File: src/verilog/ssf_pkg.sv
// Shared constants, types and helpers of the stream source failover manager
package ssf_pkg;

  // ----------------------------------------------------------------------
  // Clock and recovery timing
  // ----------------------------------------------------------------------
  localparam int unsigned SSF_CLK_HZ = 50_000_000;
  localparam int unsigned SSF_MS_PER_S = 1000;
  localparam int unsigned SSF_RECOVERY_MS = 1000;
  // Longest time, so the division rounds down
  localparam int unsigned SSF_RECOVERY_CYC = SSF_CLK_HZ / SSF_MS_PER_S * SSF_RECOVERY_MS;

  // ----------------------------------------------------------------------
  // Sizes
  // ----------------------------------------------------------------------
  localparam int SSF_OPT_N = 4;
  localparam int SSF_IF_N = 2;
  localparam int SSF_RF_N = 4;
  localparam int SSF_TMR_W = 32;
  localparam int SSF_ADDR_W = 32;
  localparam int SSF_SID_W = 16;
  localparam int SSF_IDX_W = 5;

  // ----------------------------------------------------------------------
  // Reset values and codes
  // ----------------------------------------------------------------------
  localparam logic [SSF_IDX_W-1:0] SSF_IDX_RST = 5'h00;
  localparam logic [1:0] SSF_IFC_OK = 2'h0;
  localparam logic [1:0] SSF_IFC_FAIL_LINK = 2'h1;
  localparam logic [1:0] SSF_IFC_FAIL_IDLE = 2'h2;

  typedef enum logic [2:0] {
    ST_IDLE      = 3'b000,
    ST_MONITOR   = 3'b001,
    ST_NOTIFICATION_MESSAGE  = 3'b010,
    ST_SELECT    = 3'b011,
    ST_LEAVE     = 3'b100,
    ST_JOIN      = 3'b101,
    ST_EXHAUST   = 3'b110,
    ST_WAIT_TEAR = 3'b111
  } ssf_state_type;

  // Index of the lowest set bit; zero when none is set
  function automatic logic [SSF_IDX_W-1:0] ssf_first(input logic [31:0] v);
    logic [SSF_IDX_W-1:0] r;
    r = SSF_IDX_RST;
    for (int i = 31; i >= 0; i--) begin
      if (v[i]) begin
        r = SSF_IDX_W'(i);
      end
    end
    return r;
  endfunction

endpackage

File: src/verilog/ssf_tmr_if.sv
// Link between the failover manager and its session loss timer bank
`timescale 1ns/100ps
interface ssf_tmr_if #(
  parameter int N = 4,
  parameter int W = 32
);
  logic [N-1:0] arm;
  logic [N-1:0] restart;
  logic [W-1:0] limit;
  logic [N-1:0] expired;

  modport mgr (output arm, output restart, output limit, input expired);
  modport bank (input arm, input restart, input limit, output expired);
endinterface
File: src/verilog/ssf_failover_manager.sv
// Source, input interface and RF output failover manager
`timescale 1ns/100ps
// Notes on behaviour
// - One active input interface, N spares
// - Detect interface failure, redirect on own
// - Interface failure criteria are programmable
// - Report interface failure and redirection events
// - One selected option plus N backups
// - Join group of selected option
// - Several options may share one interface
// - Hot-hot joins all, per-option loss timeout
// - Hot-warm keeps one join only
// - Notification_message failover on each source failure
// - Traffic clears tried; timeout marks selected tried
// - Select highest-ranked untried, mark tried, monitor
// - All tried: unavailable, leave all, wait
// - Hot-warm leaves old group, then joins
// - Hot-hot skips options known failed
// - Hot-hot reverts to higher ranked option
// - Hot-warm required, hot-hot also offered
// - Momentary loss service level at minimum
// - Recovery should finish within one second
// - Detect RF output failure and isolate
// - Switch in backup RF output, report
// - Loss timer starts at join, restarts per packet
module ssf_failover_manager #(
  parameter int OPT_N = ssf_pkg::SSF_OPT_N,
  parameter int IF_N = ssf_pkg::SSF_IF_N,
  parameter int RF_N = ssf_pkg::SSF_RF_N,
  parameter int TMR_W = ssf_pkg::SSF_TMR_W,
  parameter int unsigned RECOVERY_CYC = ssf_pkg::SSF_RECOVERY_CYC
) (
  input wire logic sys_clk,
  input wire logic rst_n,
  input wire logic clk_en,
  input wire logic session_start,
  input wire logic teardown,
  input wire logic [ssf_pkg::SSF_SID_W-1:0] session_id,
  input wire logic hot_hot_mode,
  input wire logic revert_en,
  input wire logic [TMR_W-1:0] hh_loss_cycles,
  input wire logic [TMR_W-1:0] hw_loss_cycles,
  input wire logic opt_wr,
  input wire logic [$clog2(OPT_N)-1:0] opt_wr_idx,
  input wire logic [ssf_pkg::SSF_ADDR_W-1:0] opt_wr_group,
  input wire logic [ssf_pkg::SSF_ADDR_W-1:0] opt_wr_source,
  input wire logic [$clog2(IF_N)-1:0] opt_wr_ifc,
  input wire logic [OPT_N-1:0] opt_pkt,
  output logic [OPT_N-1:0] join_mask,
  output logic [$clog2(OPT_N)-1:0] sel_idx,
  output logic [ssf_pkg::SSF_ADDR_W-1:0] sel_group,
  output logic [ssf_pkg::SSF_ADDR_W-1:0] sel_source,
  output logic [$clog2(IF_N)-1:0] sel_ifc,
  output logic failover_evt,
  output logic unavail_evt,
  output logic [ssf_pkg::SSF_SID_W-1:0] evt_session,
  output logic recovery_overrun,
  input wire logic [IF_N-1:0] if_link_up,
  input wire logic [IF_N-1:0] if_traffic,
  input wire logic if_crit_link_en,
  input wire logic if_crit_idle_en,
  input wire logic [TMR_W-1:0] if_idle_limit,
  output logic [$clog2(IF_N)-1:0] active_if,
  output logic if_fail_evt,
  output logic if_redirect_evt,
  output logic [$clog2(IF_N)-1:0] if_fail_idx,
  output logic [1:0] if_fail_reason,
  output logic if_all_down,
  input wire logic [RF_N-1:0] rf_fail,
  input wire logic [RF_N-1:0] rf_restore,
  output logic [RF_N-1:0] rf_isolate,
  output logic rf_backup_on,
  output logic [$clog2(RF_N)-1:0] rf_backup_for,
  output logic rf_fail_evt,
  output logic rf_backup_evt
);
  import ssf_pkg::*;

  localparam int OW = $clog2(OPT_N);
  localparam int IW = $clog2(IF_N);
  localparam int RW = $clog2(RF_N);

  // ----------------------------------------------------------------------
  // Option table and source selection state
  // ----------------------------------------------------------------------
  logic [SSF_ADDR_W-1:0] opt_group_q [OPT_N];
  logic [SSF_ADDR_W-1:0] opt_source_q [OPT_N];
  logic [IW-1:0] opt_ifc_q [OPT_N];
  logic [OPT_N-1:0] opt_valid_q;
  logic [OPT_N-1:0] tried_q;
  logic [OPT_N-1:0] join_q;
  logic [OW-1:0] sel_q;
  logic hot_hot_q;
  logic [SSF_SID_W-1:0] session_q;
  ssf_state_type st_q;
  ssf_state_type st_d;
  logic failover_evt_q;
  logic unavail_evt_q;
  logic [SSF_SID_W-1:0] evt_session_q;
  logic rec_busy_q;
  logic [31:0] rec_cnt_q;
  logic rec_over_q;

  ssf_tmr_if #(.N(OPT_N), .W(TMR_W)) tif ();

  logic [OPT_N-1:0] sel_onehot;
  logic sel_expired;
  logic sel_pkt;
  logic [OPT_N-1:0] cand;
  logic [OW-1:0] cand_idx;
  logic [OPT_N-1:0] revert_vec;
  logic [OW-1:0] revert_idx;
  logic revert_go;

  assign sel_onehot = OPT_N'(1) << sel_q;
  assign sel_expired = tif.expired[sel_q] && join_q[sel_q];
  assign sel_pkt = opt_pkt[sel_q] && join_q[sel_q];
  // Hot-hot already knows which options died and skips them
  assign cand = opt_valid_q & ~tried_q & (hot_hot_q ? ~tif.expired : '1);
  assign cand_idx = OW'(ssf_first(32'(cand)));
  // Higher ranked joined options with fresh traffic
  assign revert_vec = opt_pkt & join_q & ~tif.expired & (sel_onehot - OPT_N'(1));
  assign revert_idx = OW'(ssf_first(32'(revert_vec)));
  assign revert_go = hot_hot_q && revert_en && (|revert_vec);

  // Timers run on every joined option; restart on join and per packet
  assign tif.arm = join_q;
  assign tif.restart = opt_pkt | ((st_q == ST_JOIN) ? join_q : '0);
  assign tif.limit = hot_hot_q ? hh_loss_cycles : hw_loss_cycles;

  ssf_loss_timer_bank #(.N(OPT_N), .W(TMR_W)) u_timers (
    .sys_clk(sys_clk),
    .rst_n(rst_n),
    .clk_en(clk_en),
    .tif(tif)
  );

  // Option table written by the resource manager side
  always_ff @(posedge sys_clk or negedge rst_n) begin
    if (!rst_n) begin
      for (int i = 0; i < OPT_N; i++) begin
        opt_group_q[i] <= '0;
        opt_source_q[i] <= '0;
        opt_ifc_q[i] <= '0;
      end
      opt_valid_q <= '0;
    end else if (clk_en) begin
      if (teardown) begin
        opt_valid_q <= '0;
      end else if (opt_wr) begin
        opt_group_q[opt_wr_idx] <= opt_wr_group;
        opt_source_q[opt_wr_idx] <= opt_wr_source;
        opt_ifc_q[opt_wr_idx] <= opt_wr_ifc;
        opt_valid_q[opt_wr_idx] <= 1'b1;
      end
    end
  end

  // ----------------------------------------------------------------------
  // Failover sequence
  // ----------------------------------------------------------------------
  always_comb begin
    st_d = st_q;
    if (teardown) begin
      st_d = ST_IDLE;
    end else begin
      case (st_q)
        ST_IDLE: begin
          if (session_start && (|opt_valid_q)) begin
            st_d = ST_JOIN;
          end
        end
        ST_MONITOR: begin
          if (sel_expired) begin
            st_d = ST_NOTIFICATION_MESSAGE;
          end
        end
        ST_NOTIFICATION_MESSAGE: st_d = ST_SELECT;
        ST_SELECT: begin
          if (|cand) begin
            st_d = hot_hot_q ? ST_MONITOR : ST_LEAVE;
          end else begin
            st_d = ST_EXHAUST;
          end
        end
        ST_LEAVE: st_d = ST_JOIN;
        ST_JOIN: st_d = ST_MONITOR;
        ST_EXHAUST: st_d = ST_WAIT_TEAR;
        ST_WAIT_TEAR: st_d = ST_WAIT_TEAR;
        default: st_d = ST_IDLE;
      endcase
    end
  end

  // State register and per-session mode capture
  always_ff @(posedge sys_clk or negedge rst_n) begin
    if (!rst_n) begin
      st_q <= ST_IDLE;
      hot_hot_q <= 1'b0;
      session_q <= '0;
    end else if (clk_en) begin
      st_q <= st_d;
      if (st_q == ST_IDLE && session_start) begin
        hot_hot_q <= hot_hot_mode;
        session_q <= session_id;
      end
    end
  end

  // Selected option
  always_ff @(posedge sys_clk or negedge rst_n) begin
    if (!rst_n) begin
      sel_q <= '0;
    end else if (clk_en) begin
      if (st_q == ST_IDLE && session_start) begin
        sel_q <= OW'(ssf_first(32'(opt_valid_q)));
      end else if (st_q == ST_SELECT && (|cand)) begin
        sel_q <= cand_idx;
      end else if (st_q == ST_MONITOR && !sel_expired && revert_go) begin
        sel_q <= revert_idx;
      end
    end
  end

  // Tried marks
  always_ff @(posedge sys_clk or negedge rst_n) begin
    if (!rst_n) begin
      tried_q <= '0;
    end else if (clk_en) begin
      if (teardown || (st_q == ST_IDLE && session_start)) begin
        tried_q <= '0;
      end else if (st_q == ST_MONITOR && sel_expired) begin
        tried_q[sel_q] <= 1'b1;
      end else if (st_q == ST_MONITOR && sel_pkt) begin
        tried_q <= '0;
      end else if (st_q == ST_SELECT && (|cand)) begin
        tried_q[cand_idx] <= 1'b1;
      end
    end
  end

  // Multicast joins: all in hot-hot, one in hot-warm
  always_ff @(posedge sys_clk or negedge rst_n) begin
    if (!rst_n) begin
      join_q <= '0;
    end else if (clk_en) begin
      if (teardown) begin
        join_q <= '0;
      end else begin
        case (st_q)
          ST_JOIN: join_q <= hot_hot_q ? opt_valid_q : sel_onehot;
          ST_LEAVE: join_q <= '0;
          ST_EXHAUST: join_q <= '0;
          default: join_q <= join_q;
        endcase
      end
    end
  end

  // Notification pulses toward the message generator
  always_ff @(posedge sys_clk or negedge rst_n) begin
    if (!rst_n) begin
      failover_evt_q <= 1'b0;
      unavail_evt_q <= 1'b0;
      evt_session_q <= '0;
    end else if (clk_en) begin
      failover_evt_q <= (st_q == ST_NOTIFICATION_MESSAGE);
      unavail_evt_q <= (st_q == ST_EXHAUST);
      if (st_q == ST_NOTIFICATION_MESSAGE || st_q == ST_EXHAUST) begin
        evt_session_q <= session_q;
      end
    end
  end

  // Recovery watch: momentary loss is tolerated, overrun is flagged
  always_ff @(posedge sys_clk or negedge rst_n) begin
    if (!rst_n) begin
      rec_busy_q <= 1'b0;
      rec_cnt_q <= '0;
      rec_over_q <= 1'b0;
    end else if (clk_en) begin
      if (teardown || (st_q == ST_IDLE && session_start)) begin
        rec_busy_q <= 1'b0;
        rec_over_q <= 1'b0;
      end else if (st_q == ST_NOTIFICATION_MESSAGE) begin
        rec_busy_q <= 1'b1;
        rec_cnt_q <= '0;
      end else if (rec_busy_q && st_q == ST_MONITOR && sel_pkt) begin
        rec_busy_q <= 1'b0;
      end else if (rec_busy_q && rec_cnt_q < RECOVERY_CYC) begin
        rec_cnt_q <= rec_cnt_q + 32'h1;
      end else if (rec_busy_q) begin
        rec_over_q <= 1'b1;
      end
    end
  end

  // ----------------------------------------------------------------------
  // Input interface redundancy
  // ----------------------------------------------------------------------
  logic [IW-1:0] act_q;
  logic [IF_N-1:0] if_failed_q;
  logic [TMR_W-1:0] if_idle_q;
  logic if_fail_evt_q;
  logic if_redir_evt_q;
  logic [IW-1:0] if_fail_idx_q;
  logic [1:0] if_reason_q;
  logic if_all_down_q;
  logic if_link_bad;
  logic if_idle_bad;
  logic if_det;
  logic [IF_N-1:0] if_spare;
  logic if_move;

  assign if_link_bad = if_crit_link_en && !if_link_up[act_q];
  assign if_idle_bad = if_crit_idle_en && (if_idle_q >= if_idle_limit);
  assign if_det = (if_link_bad || if_idle_bad) && !if_failed_q[act_q];
  assign if_spare = if_link_up & ~if_failed_q & ~(IF_N'(1) << act_q);
  assign if_move = (if_det || if_failed_q[act_q]) && (|if_spare);

  // Active interface choice and failed marks
  always_ff @(posedge sys_clk or negedge rst_n) begin
    if (!rst_n) begin
      act_q <= '0;
      if_failed_q <= '0;
      if_idle_q <= '0;
      if_all_down_q <= 1'b0;
    end else if (clk_en) begin
      for (int i = 0; i < IF_N; i++) begin
        if (if_det && act_q == IW'(i)) begin
          if_failed_q[i] <= 1'b1;
        end else if (if_traffic[i] && if_link_up[i]) begin
          if_failed_q[i] <= 1'b0;
        end
      end
      if (if_move) begin
        act_q <= IW'(ssf_first(32'(if_spare)));
        if_idle_q <= '0;
        if_all_down_q <= 1'b0;
      end else if (if_det) begin
        if_all_down_q <= 1'b1;
      end else if (if_traffic[act_q]) begin
        if_idle_q <= '0;
        if_all_down_q <= 1'b0;
      end else if (if_idle_q < if_idle_limit) begin
        if_idle_q <= if_idle_q + TMR_W'(1);
      end
    end
  end

  // Interface failure and redirection reports
  always_ff @(posedge sys_clk or negedge rst_n) begin
    if (!rst_n) begin
      if_fail_evt_q <= 1'b0;
      if_redir_evt_q <= 1'b0;
      if_fail_idx_q <= '0;
      if_reason_q <= SSF_IFC_OK;
    end else if (clk_en) begin
      if_fail_evt_q <= if_det;
      if_redir_evt_q <= if_move;
      if (if_det) begin
        if_fail_idx_q <= act_q;
        if_reason_q <= if_link_bad ? SSF_IFC_FAIL_LINK : SSF_IFC_FAIL_IDLE;
      end
    end
  end

  // ----------------------------------------------------------------------
  // RF output redundancy
  // ----------------------------------------------------------------------
  logic [RF_N-1:0] rf_iso_q;
  logic rf_bk_on_q;
  logic [RW-1:0] rf_bk_for_q;
  logic rf_fail_evt_q;
  logic rf_bk_evt_q;
  logic [RF_N-1:0] rf_new;
  logic rf_bk_free;

  assign rf_new = rf_fail & ~rf_iso_q;
  assign rf_bk_free = !rf_bk_on_q || (rf_restore[rf_bk_for_q] && !rf_fail[rf_bk_for_q]);

  // Isolation marks: a failure wins over a restore in the same cycle
  always_ff @(posedge sys_clk or negedge rst_n) begin
    if (!rst_n) begin
      rf_iso_q <= '0;
    end else if (clk_en) begin
      rf_iso_q <= rf_fail | (rf_iso_q & ~rf_restore);
    end
  end

  // Backup output takes over the first failed output
  always_ff @(posedge sys_clk or negedge rst_n) begin
    if (!rst_n) begin
      rf_bk_on_q <= 1'b0;
      rf_bk_for_q <= '0;
      rf_fail_evt_q <= 1'b0;
      rf_bk_evt_q <= 1'b0;
    end else if (clk_en) begin
      rf_fail_evt_q <= |rf_new;
      rf_bk_evt_q <= 1'b0;
      if (rf_bk_free && (|rf_new)) begin
        rf_bk_on_q <= 1'b1;
        rf_bk_for_q <= RW'(ssf_first(32'(rf_new)));
        rf_bk_evt_q <= 1'b1;
      end else if (rf_bk_free) begin
        rf_bk_on_q <= 1'b0;
      end
    end
  end

  // ----------------------------------------------------------------------
  // Outputs
  // ----------------------------------------------------------------------
  assign join_mask = join_q;
  assign sel_idx = sel_q;
  assign sel_group = opt_group_q[sel_q];
  assign sel_source = opt_source_q[sel_q];
  assign sel_ifc = opt_ifc_q[sel_q];
  assign failover_evt = failover_evt_q;
  assign unavail_evt = unavail_evt_q;
  assign evt_session = evt_session_q;
  assign recovery_overrun = rec_over_q;
  assign active_if = act_q;
  assign if_fail_evt = if_fail_evt_q;
  assign if_redirect_evt = if_redir_evt_q;
  assign if_fail_idx = if_fail_idx_q;
  assign if_fail_reason = if_reason_q;
  assign if_all_down = if_all_down_q;
  assign rf_isolate = rf_iso_q;
  assign rf_backup_on = rf_bk_on_q;
  assign rf_backup_for = rf_bk_for_q;
  assign rf_fail_evt = rf_fail_evt_q;
  assign rf_backup_evt = rf_bk_evt_q;
endmodule // ssf_failover_manager

File: src/verilog/ssf_loss_timer_bank.sv
// Per-option multicast session loss timers
`timescale 1ns/100ps
module ssf_loss_timer_bank #(
  parameter int N = ssf_pkg::SSF_OPT_N,
  parameter int W = ssf_pkg::SSF_TMR_W
) (
  input wire logic sys_clk,
  input wire logic rst_n,
  input wire logic clk_en,
  ssf_tmr_if.bank tif
);
  import ssf_pkg::*;

  logic [W-1:0] cnt_q [N];
  logic [N-1:0] expired_q;

  // ----------------------------------------------------------------------
  // Counters: idle while not joined, restart on join or packet
  // ----------------------------------------------------------------------
  always_ff @(posedge sys_clk or negedge rst_n) begin
    if (!rst_n) begin
      for (int i = 0; i < N; i++) begin
        cnt_q[i] <= '0;
      end
      expired_q <= '0;
    end else if (clk_en) begin
      for (int i = 0; i < N; i++) begin
        if (!tif.arm[i] || tif.restart[i]) begin
          cnt_q[i] <= '0;
          expired_q[i] <= 1'b0;
        end else if (cnt_q[i] >= tif.limit) begin
          expired_q[i] <= 1'b1;
        end else begin
          cnt_q[i] <= cnt_q[i] + W'(1);
        end
      end
    end
  end

  assign tif.expired = expired_q;
endmodule // ssf_loss_timer_bank

File: config.mk
export PLATFORM = sky130hd
export DESIGN_NAME = ssf_failover_manager
export DESIGN_NICKNAME = d
export VERILOG_FILES = /design/src/verilog/ssf_pkg.sv /design/src/verilog/ssf_tmr_if.sv /design/src/verilog/ssf_failover_manager.sv /design/src/verilog/ssf_loss_timer_bank.sv
export SDC_FILE = /design/constraint.sdc
export NUM_CORES = 1
export LEC_CHECK = 0
export BUFFER_PORTS_ARGS = -buffer_cell sky130_fd_sc_hd__buf_2
export CORE_MARGIN = 8
export CORE_UTILIZATION = 50
export DETAILED_ROUTE_END_ITERATION = 6
export GPL_ROUTABILITY_DRIVEN = 0
export GPL_TIMING_DRIVEN = 1
export HOLD_SLACK_MARGIN = 0.02
export PLACE_DENSITY = 0.7
export SYNTH_ARGS = -nofsm -noshare
export SYNTH_HDL_FRONTEND = slang
export SYNTH_SLANG_ARGS = --single-unit
File: constraint.sdc
create_clock -name sys_clk -period 6.55 [get_ports sys_clk]
set_clock_uncertainty 0.1 [all_clocks]
set_input_delay 0.3275 -clock sys_clk [delete_from_list [all_inputs] [get_ports sys_clk]]
set_output_delay 0.3275 -clock sys_clk [all_outputs]
set_load 0.005 [all_outputs]
==> flow_summary.ini, run 1 <==
[setup_path]
critical_path.max_fanout = 28
crit_path_end_kind = register
required_ns = 6.98
slowest_delay_ns = 0.89
setup.reg_to_reg.worst_slack_ns = 1.57
path_common_cell = a21oi_1
cp-start-kind = register
timing.critical_path.cells = buf_4 -> mux2i_1 -> ha_1 -> a21oi_1 -> o21ai_0 -> a41oi_1 -> a21oi_1 -> o22ai_1 -> nand2_1 -> or4_1 -> o211ai_1
critPathArrivalTime_ns = 5.41
crit_path_top_delay_cell = o22ai_1
setup.worst_path.class = register to register

[routing]
detail_route.vias_per_cell = 6.047
postRouteWirelength_um = 80930
final_antenna_net_count = 0
drt-initial-drc-count = 1802
detail_route.wl_per_cell_um = 21.36
via_count = 22910
detailedRoute.firstPassIterationCount = 7
drc = 3

[sta]
period_share_pct = 76.08
totalNegativeSetupSlack_ns = 0
grt_setup_unrepaired = false
relSlewSlack_pct = 19.17
fmax_mhz = 200.7
drv_slew = 0
final-setup-viol-count = 0
worst_max_slew_pin_slew_ns = 1.203
timing.final.hold_violations = 0
period_minus_slack_ns = 4.983

[clock_tree]
cts-root-to-sink-buffers = 3
path_clk_slew_ns = 0.07
postCtsHoldBufs = 99
maximum_level_of_the_cts_h_tree = 2
cts_repair_resize_count = 0
clk_root_buffer_cell = clkbuf_16
cts_inserted_buffers = 56
clock_insertion_delay_at_the_later_pin_of_the_skew_report_ns = 0.65
post_cts_setup_driven_buffer_insertion_count = 0
clock_tree_from_tritoncts = done
cts_sinks = 528

[placed_design]
numPlacedInstances = 3580
buffer_ports.inserted = 310
dpl_cell_area_um2 = 31220
sum_of_net_half_perimeters_after_detailed_placement_um = 56020

[power]
peakVddDrop_uv = 369.5
p_leak_uw = 0.01570
totalPowerFinal_uw = 10780
power_density_nw_per_um2 = 314.8

[finish]
seq_area_um2 = 13220
final_cell_mix = dfrtp_1 (525), buf_2 (309), mux2_2 (302)
layout.filler_cells = 4612
leading_cell_type_in_the_layout_fill_and_taps_excluded = dfrtp_1
nNetsFinal = 3343
drive_above_1_share_pct = 27.82
flow.area_growth_from_synthesis_pct = 18.43
fin_cells = 3789
combined_area_of_the_multi_input_logic_cells_um2 = 14930
design_area_um2 = 34250

[logic_synthesis]
cell_area_after_synthesis_um2 = 28920
synth_top_flop_cell = dfrtp_1
yosysWarnings = 0
synth_cell_type_count = 82
synthCells = 2601
postSynth.asyncResetShare_pct = 100.0
ys_ff_latch = 528
postSynthAreaPerCell_um2 = 11.12
synth_nets = 2972
synth-edff-count = 0
synth_seq_area_share_pct = 45.69

[hold_path]
min_path_type = primary input to register

[floorplanning]
core_region_area_um2 = 57480
row_count = 88
die_width_um = 256.5
fp.dieH_um = 256.5
floorplan.initialDensity_pct = 50.32
ios = 311
dieArea_um2 = 65790

[global_route]
grtUsageTotal_pct = 23.96
vias_in_the_first_global_route = 23860
grt_max_degree = 181
global_route.overflow_total = 0
antenna_found_initial = 11
grt_first_pass_wirelength_um = 129400

[outcome]
run_status = finished with violations
failed_checks = design-rule violations

[flow_run]
max-cap-violations = 0
==> cell usage after synthesis (all sizes together) (8+ instances only) <==
cell	instances	area (µm²)
dfrtp	528	13210
mux2	302	3401
nor2	177	666.9
ha	166	2077
nand2	163	611.8
a21oi	130	650.6
o21ai	102	510.5
clkbuf	96	361.6
inv	92	345.3
nand3	91	460.4
nand4	69	431.7
mux4	68	1531
xnor2	60	525.5
nor3	49	250.2
and3	48	300.3
mux2i	36	360.4
xor2	33	289.0
o31ai	32	250.2
nor4	31	206.4
a21o	26	195.2
buf	23	111.4
a31oi	22	137.6
or3	21	136.4
and4	19	166.4
or4	19	142.6
and2	15	93.84
o211ai	15	112.6
o41ai	14	130.1
nand2b	13	81.33
nor2b	13	81.33
a41oi	10	87.58
a31o	9	78.83
nand3b	9	67.56
o21a	9	67.56
or2	9	56.30
nor3b	8	60.06
==> layer usage <==
metal / up-vias / global-route usage [%] / wire [µm]
li1: 10390 / - / -
met1: 11480 / 29.49 / 32460
met2: 825 / 39.93 / 38720
met3: 210 / 6.698 / 6764
met4: 10 / 9.081 / 2928
met5: - / 0 / 62
==> final cells by class <==
class	count	area share [%]
repair buffers	432	8.066
flip-flops and latches	528	38.60
inverters	93	1.019
well taps	765	2.795
clock buffers	77	4.672
multi-input cells	1861	43.58
diodes	5	0.03653
clock inverters	28	1.231
==> per-stage QoR <==
step / util [%] / setup slack [ns] / hold slack, ns
floorplan: - / 2.350 / -0.06809
global placement: 54.33 / 1.879 / 0.2802
detailed placement: 54.33 / 1.688 / 0.2953
CTS: 59.57 / 1.631 / 0.06414
global route: 59.59 / 1.336 / 0.1136
finish: 59.59 / 1.567 / 0.1056
==> final timing paths <==
check	startpoint	endpoint	cells past startpoint
worst max register to register	hot_hot_q	u_timers.cnt_q[58]	11
worst max-delay path	hot_hot_q	u_timers.cnt_q[58]	11
min in group asynchronous	rst_n	if_idle_q[29]	2
worst min-delay path	if_link_up[1]	if_fail_reason[1]	4
max in group asynchronous	rst_n	opt_source_q[22]	3
worst min register to register	if_fail_reason[0]	if_fail_reason[0]	2
==> flip-flops by register name, indices dropped and copies added, names as in the netlist, 16 cells and up <==
signal,flops
if_idle_q,32
opt_source_q,128
u_timers.cnt_q,128
evt_session,16
rec_cnt_q,32
opt_group_q,128
session_q,16
==> where the power goes <==
part           total [µW]  internal, µW  leakage [µW]  switching (µW)
logic                3020          1500       0.00792            1520
registers            4350          3860       0.00680             493
clock network        3410          2040      0.000978            1370
==> kinds of logic after synthesis <==
| group | synth area share, % |
|---|---|
| compound gates | 9.605 |
| xor+xnor | 2.816 |
| fa+ha+maj | 7.182 |
| buf+inv | 2.842 |
| flops | 45.69 |
| mux | 18.30 |
| simple gates | 13.57 |
==> critical path, delay by kind of cell (launching register included) <==
kind                     cells  cell delay [ns]
adder cells (fa/ha/maj)      1             0.36
buffers and inverters        1             0.42
AND/OR/NAND/NOR              2             0.93
AO/OA/AOI/OAI                6             1.58
flip-flops                   1             0.87
multiplexers                 1             0.61
Note: power is estimated with default switching activity, not from simulation.
==> run 2, diff against run 1 <==
ABC_AREA = 1   (was default)
PLACE_DENSITY = 0.72   (was 0.7)
clock period = 4.44 ns   (was 6.55 ns; I/O delays follow)
==> run 2 against run 1 <==
The flow now finishes without violations. Fmax increased by 38%. Power rose by 49%. Setup slack got worse by 0.74 ns. Largest cell class unchanged. Count of clock-buffer cells in the layout is 16 higher. Largest power group unchanged. Sequential power up 41%. Critical path type unchanged. Routed wire length up 14%. Sequential share of layout area down 2.9 points.
==> flow_summary.ini, run 2 <==
[outcome]
run_status = finished clean

[routing]
via_count = 29250
detail_route.vias_per_cell = 5.494
final_antenna_net_count = 0
detail_route.wl_per_cell_um = 17.40
drc = 0
drt-initial-drc-count = 2782
postRouteWirelength_um = 92600
detailedRoute.firstPassIterationCount = 6

[power]
p_leak_uw = 0.01775
power_density_nw_per_um2 = 434.8
totalPowerFinal_uw = 16090
peakVddDrop_uv = 372.1

[logic_synthesis]
postSynthAreaPerCell_um2 = 7.690
post_synth_most_frequent_cells = nand2_1 (1143), dfrtp_1 (528), o21ai_0 (450)
synth.most_common_cell = nand2_1
cell_area_after_synthesis_um2 = 31250
synth_cell_type_count = 53
synthTopCellsByArea = dfrtp_1 (42%), nand2_1 (14%), o21ai_0 (7.2%), ha_1 (6.6%), nand3_1 (4.2%)
postSynth.asyncResetShare_pct = 100.0
synth_top_flop_cell = dfrtp_1
yosysWarnings = 0
ys_ff_latch = 528
synth-edff-count = 0
cell_accounting_for_the_most_synthesized_area = dfrtp_1
synth_nets = 4434
post-synth-top-area-fraction_pct = 42.29
synth_seq_area_share_pct = 42.29
synthCells = 4063

[placed_design]
sum_of_net_half_perimeters_after_detailed_placement_um = 63830
buffer_ports.inserted = 310
pre_cts_slack_ns = 0.9223
dpl_cell_area_um2 = 33690
numPlacedInstances = 5094

[hold_path]
min_path_type = primary input to async pin

[floorplanning]
ios = 311
die_width_um = 266.0
floorplan.initialDensity_pct = 50.63
core_region_area_um2 = 61710
row_count = 91
dieArea_um2 = 70750
fp.dieH_um = 266.0

[setup_path]
critPathArrivalTime_ns = 4.05
cp-start-kind = register
setup.worst_path.class = register to register
required_ns = 4.87
critical_path.max_fanout = 43
crit_path_end_kind = register

[clock_tree]
cts-root-to-sink-buffers = 3
postCtsHoldBufs = 111
clock_insertion_delay_at_the_later_pin_of_the_skew_report_ns = 0.67
cts_inserted_buffers = 60
maximum_level_of_the_cts_h_tree = 2
cts_repair_resize_count = 0
post_cts_setup_driven_buffer_insertion_count = 0
clock_tree_from_tritoncts = done
path_clk_slew_ns = 0.06
cts_sinks = 528
clk_root_buffer_cell = clkbuf_16

[sta]
period_minus_slack_ns = 3.616
worst_max_slew_pin_slew_ns = 1.099
relSlewSlack_pct = 26.75
fmax_mhz = 276.6
period_share_pct = 81.44
final-setup-viol-count = 0
totalNegativeSetupSlack_ns = 0
timing.final.hold_violations = 0
grt_setup_unrepaired = false
final.setup.worst_slack_ns = 0.8243
drv_slew = 0

[finish]
combined_area_of_the_multi_input_logic_cells_um2 = 16070
flow.area_growth_from_synthesis_pct = 18.45
final_cell_mix = nand2_1 (1141), dfrtp_1 (527), o21ai_0 (450)
layout.filler_cells = 5485
design_area_um2 = 37010
leading_cell_type_in_the_layout_fill_and_taps_excluded = nand2_1
fin_cells = 5323
drive_above_1_share_pct = 13.57
nNetsFinal = 4801
largestRegisters = opt_group_q (128), opt_source_q (128), u_timers.cnt_q (128)
seq_area_um2 = 13210

[global_route]
antenna_found_initial = 7
global_route.overflow_total = 0
grt_max_degree = 105
grtUsageTotal_pct = 25.97
vias_in_the_first_global_route = 28710
grt_first_pass_wirelength_um = 152200

[flow_run]
max-cap-violations = 0
==> run 2: path summary, 6_finish.rpt <==
kind	startpoint	cells after the start	slack, ns	end
worst min-delay path	rst_n	2	0.08	u_timers.cnt_q[51]
worst max-delay path	hot_hot_q	14	0.82	u_timers.cnt_q[42]
worst min register to register	if_fail_evt	2	0.38	if_fail_evt
min in group sys_clk	opt_pkt[2]	5	0.11	u_timers.tif.expired[2]
worst max register to register	hot_hot_q	14	0.82	u_timers.cnt_q[42]
max in group asynchronous	rst_n	3	3.07	opt_source_q[2]
==> run 2: power by group <==
group	leakage, µW	switching, µW	internal, µW
clock	0.00109	2120	3260
sequential	0.00693	515	5640
combinational	0.00974	2930	1630
==> run 2: metrics by stage <==
step / hold WS (ns) / utilization [%]
2_1_floorplan: -0.1736 / -
3_3_place_gp: 0.1891 / 54.59
3_5_place_dp: 0.1958 / 54.59
4_1_cts: 0.06028 / 59.95
5_1_grt: 0.1057 / 59.96
6_report: 0.08287 / 59.97
==> run 2: cell type report <==
cell class              count  share of cell area, %
inverters                 355                  3.600
multi-input cells        3012                  43.42
clock inverters            19                 0.8587
repair buffers            473                  8.479
flip-flops and latches    528                  35.70
well taps                 837                  2.830
clock buffers              93                  5.068
diodes                      6                0.04057
==> run 2: kinds of logic after synthesis <==
logic type / share of synthesized area (%)
muxes: 1.025
DFF: 42.29
buffers and inverters: 6.491
AOI/OAI and AO/OA: 13.24
adders and majority gates: 6.647
xor gates and xnor gates: 3.223
and+or+nand+nor: 27.09
==> run 2: critical path: stages (launching register included) <==
cell	delay (ns)
dfrtp_2	0.37
buf_12	0.25
mux2i_1	0.60
ha_1	0.25
nand4_1	0.09
inv_1	0.10
nand2_1	0.08
nor4_1	0.31
nand4_1	0.13
nand3_1	0.13
nand2_1	0.07
nand2_2	0.48
buf_4	0.30
nand2_1	0.07
o21ai_0	0.10
==> run 2: metal layers <==
| metal | wire, µm | vias up | part of all wire [%] | track usage, % |
|---|---|---|---|---|
| li1 | - | 14260 | - | - |
| met1 | 39490 | 13770 | 43 | 34.15 |
| met2 | 43360 | 989 | 47 | 42.41 |
| met3 | 6068 | 218 | 6.6 | 4.503 |
| met4 | 3652 | 6 | 3.9 | 10.48 |
| met5 | 30 | - | 0.032 | 0 |
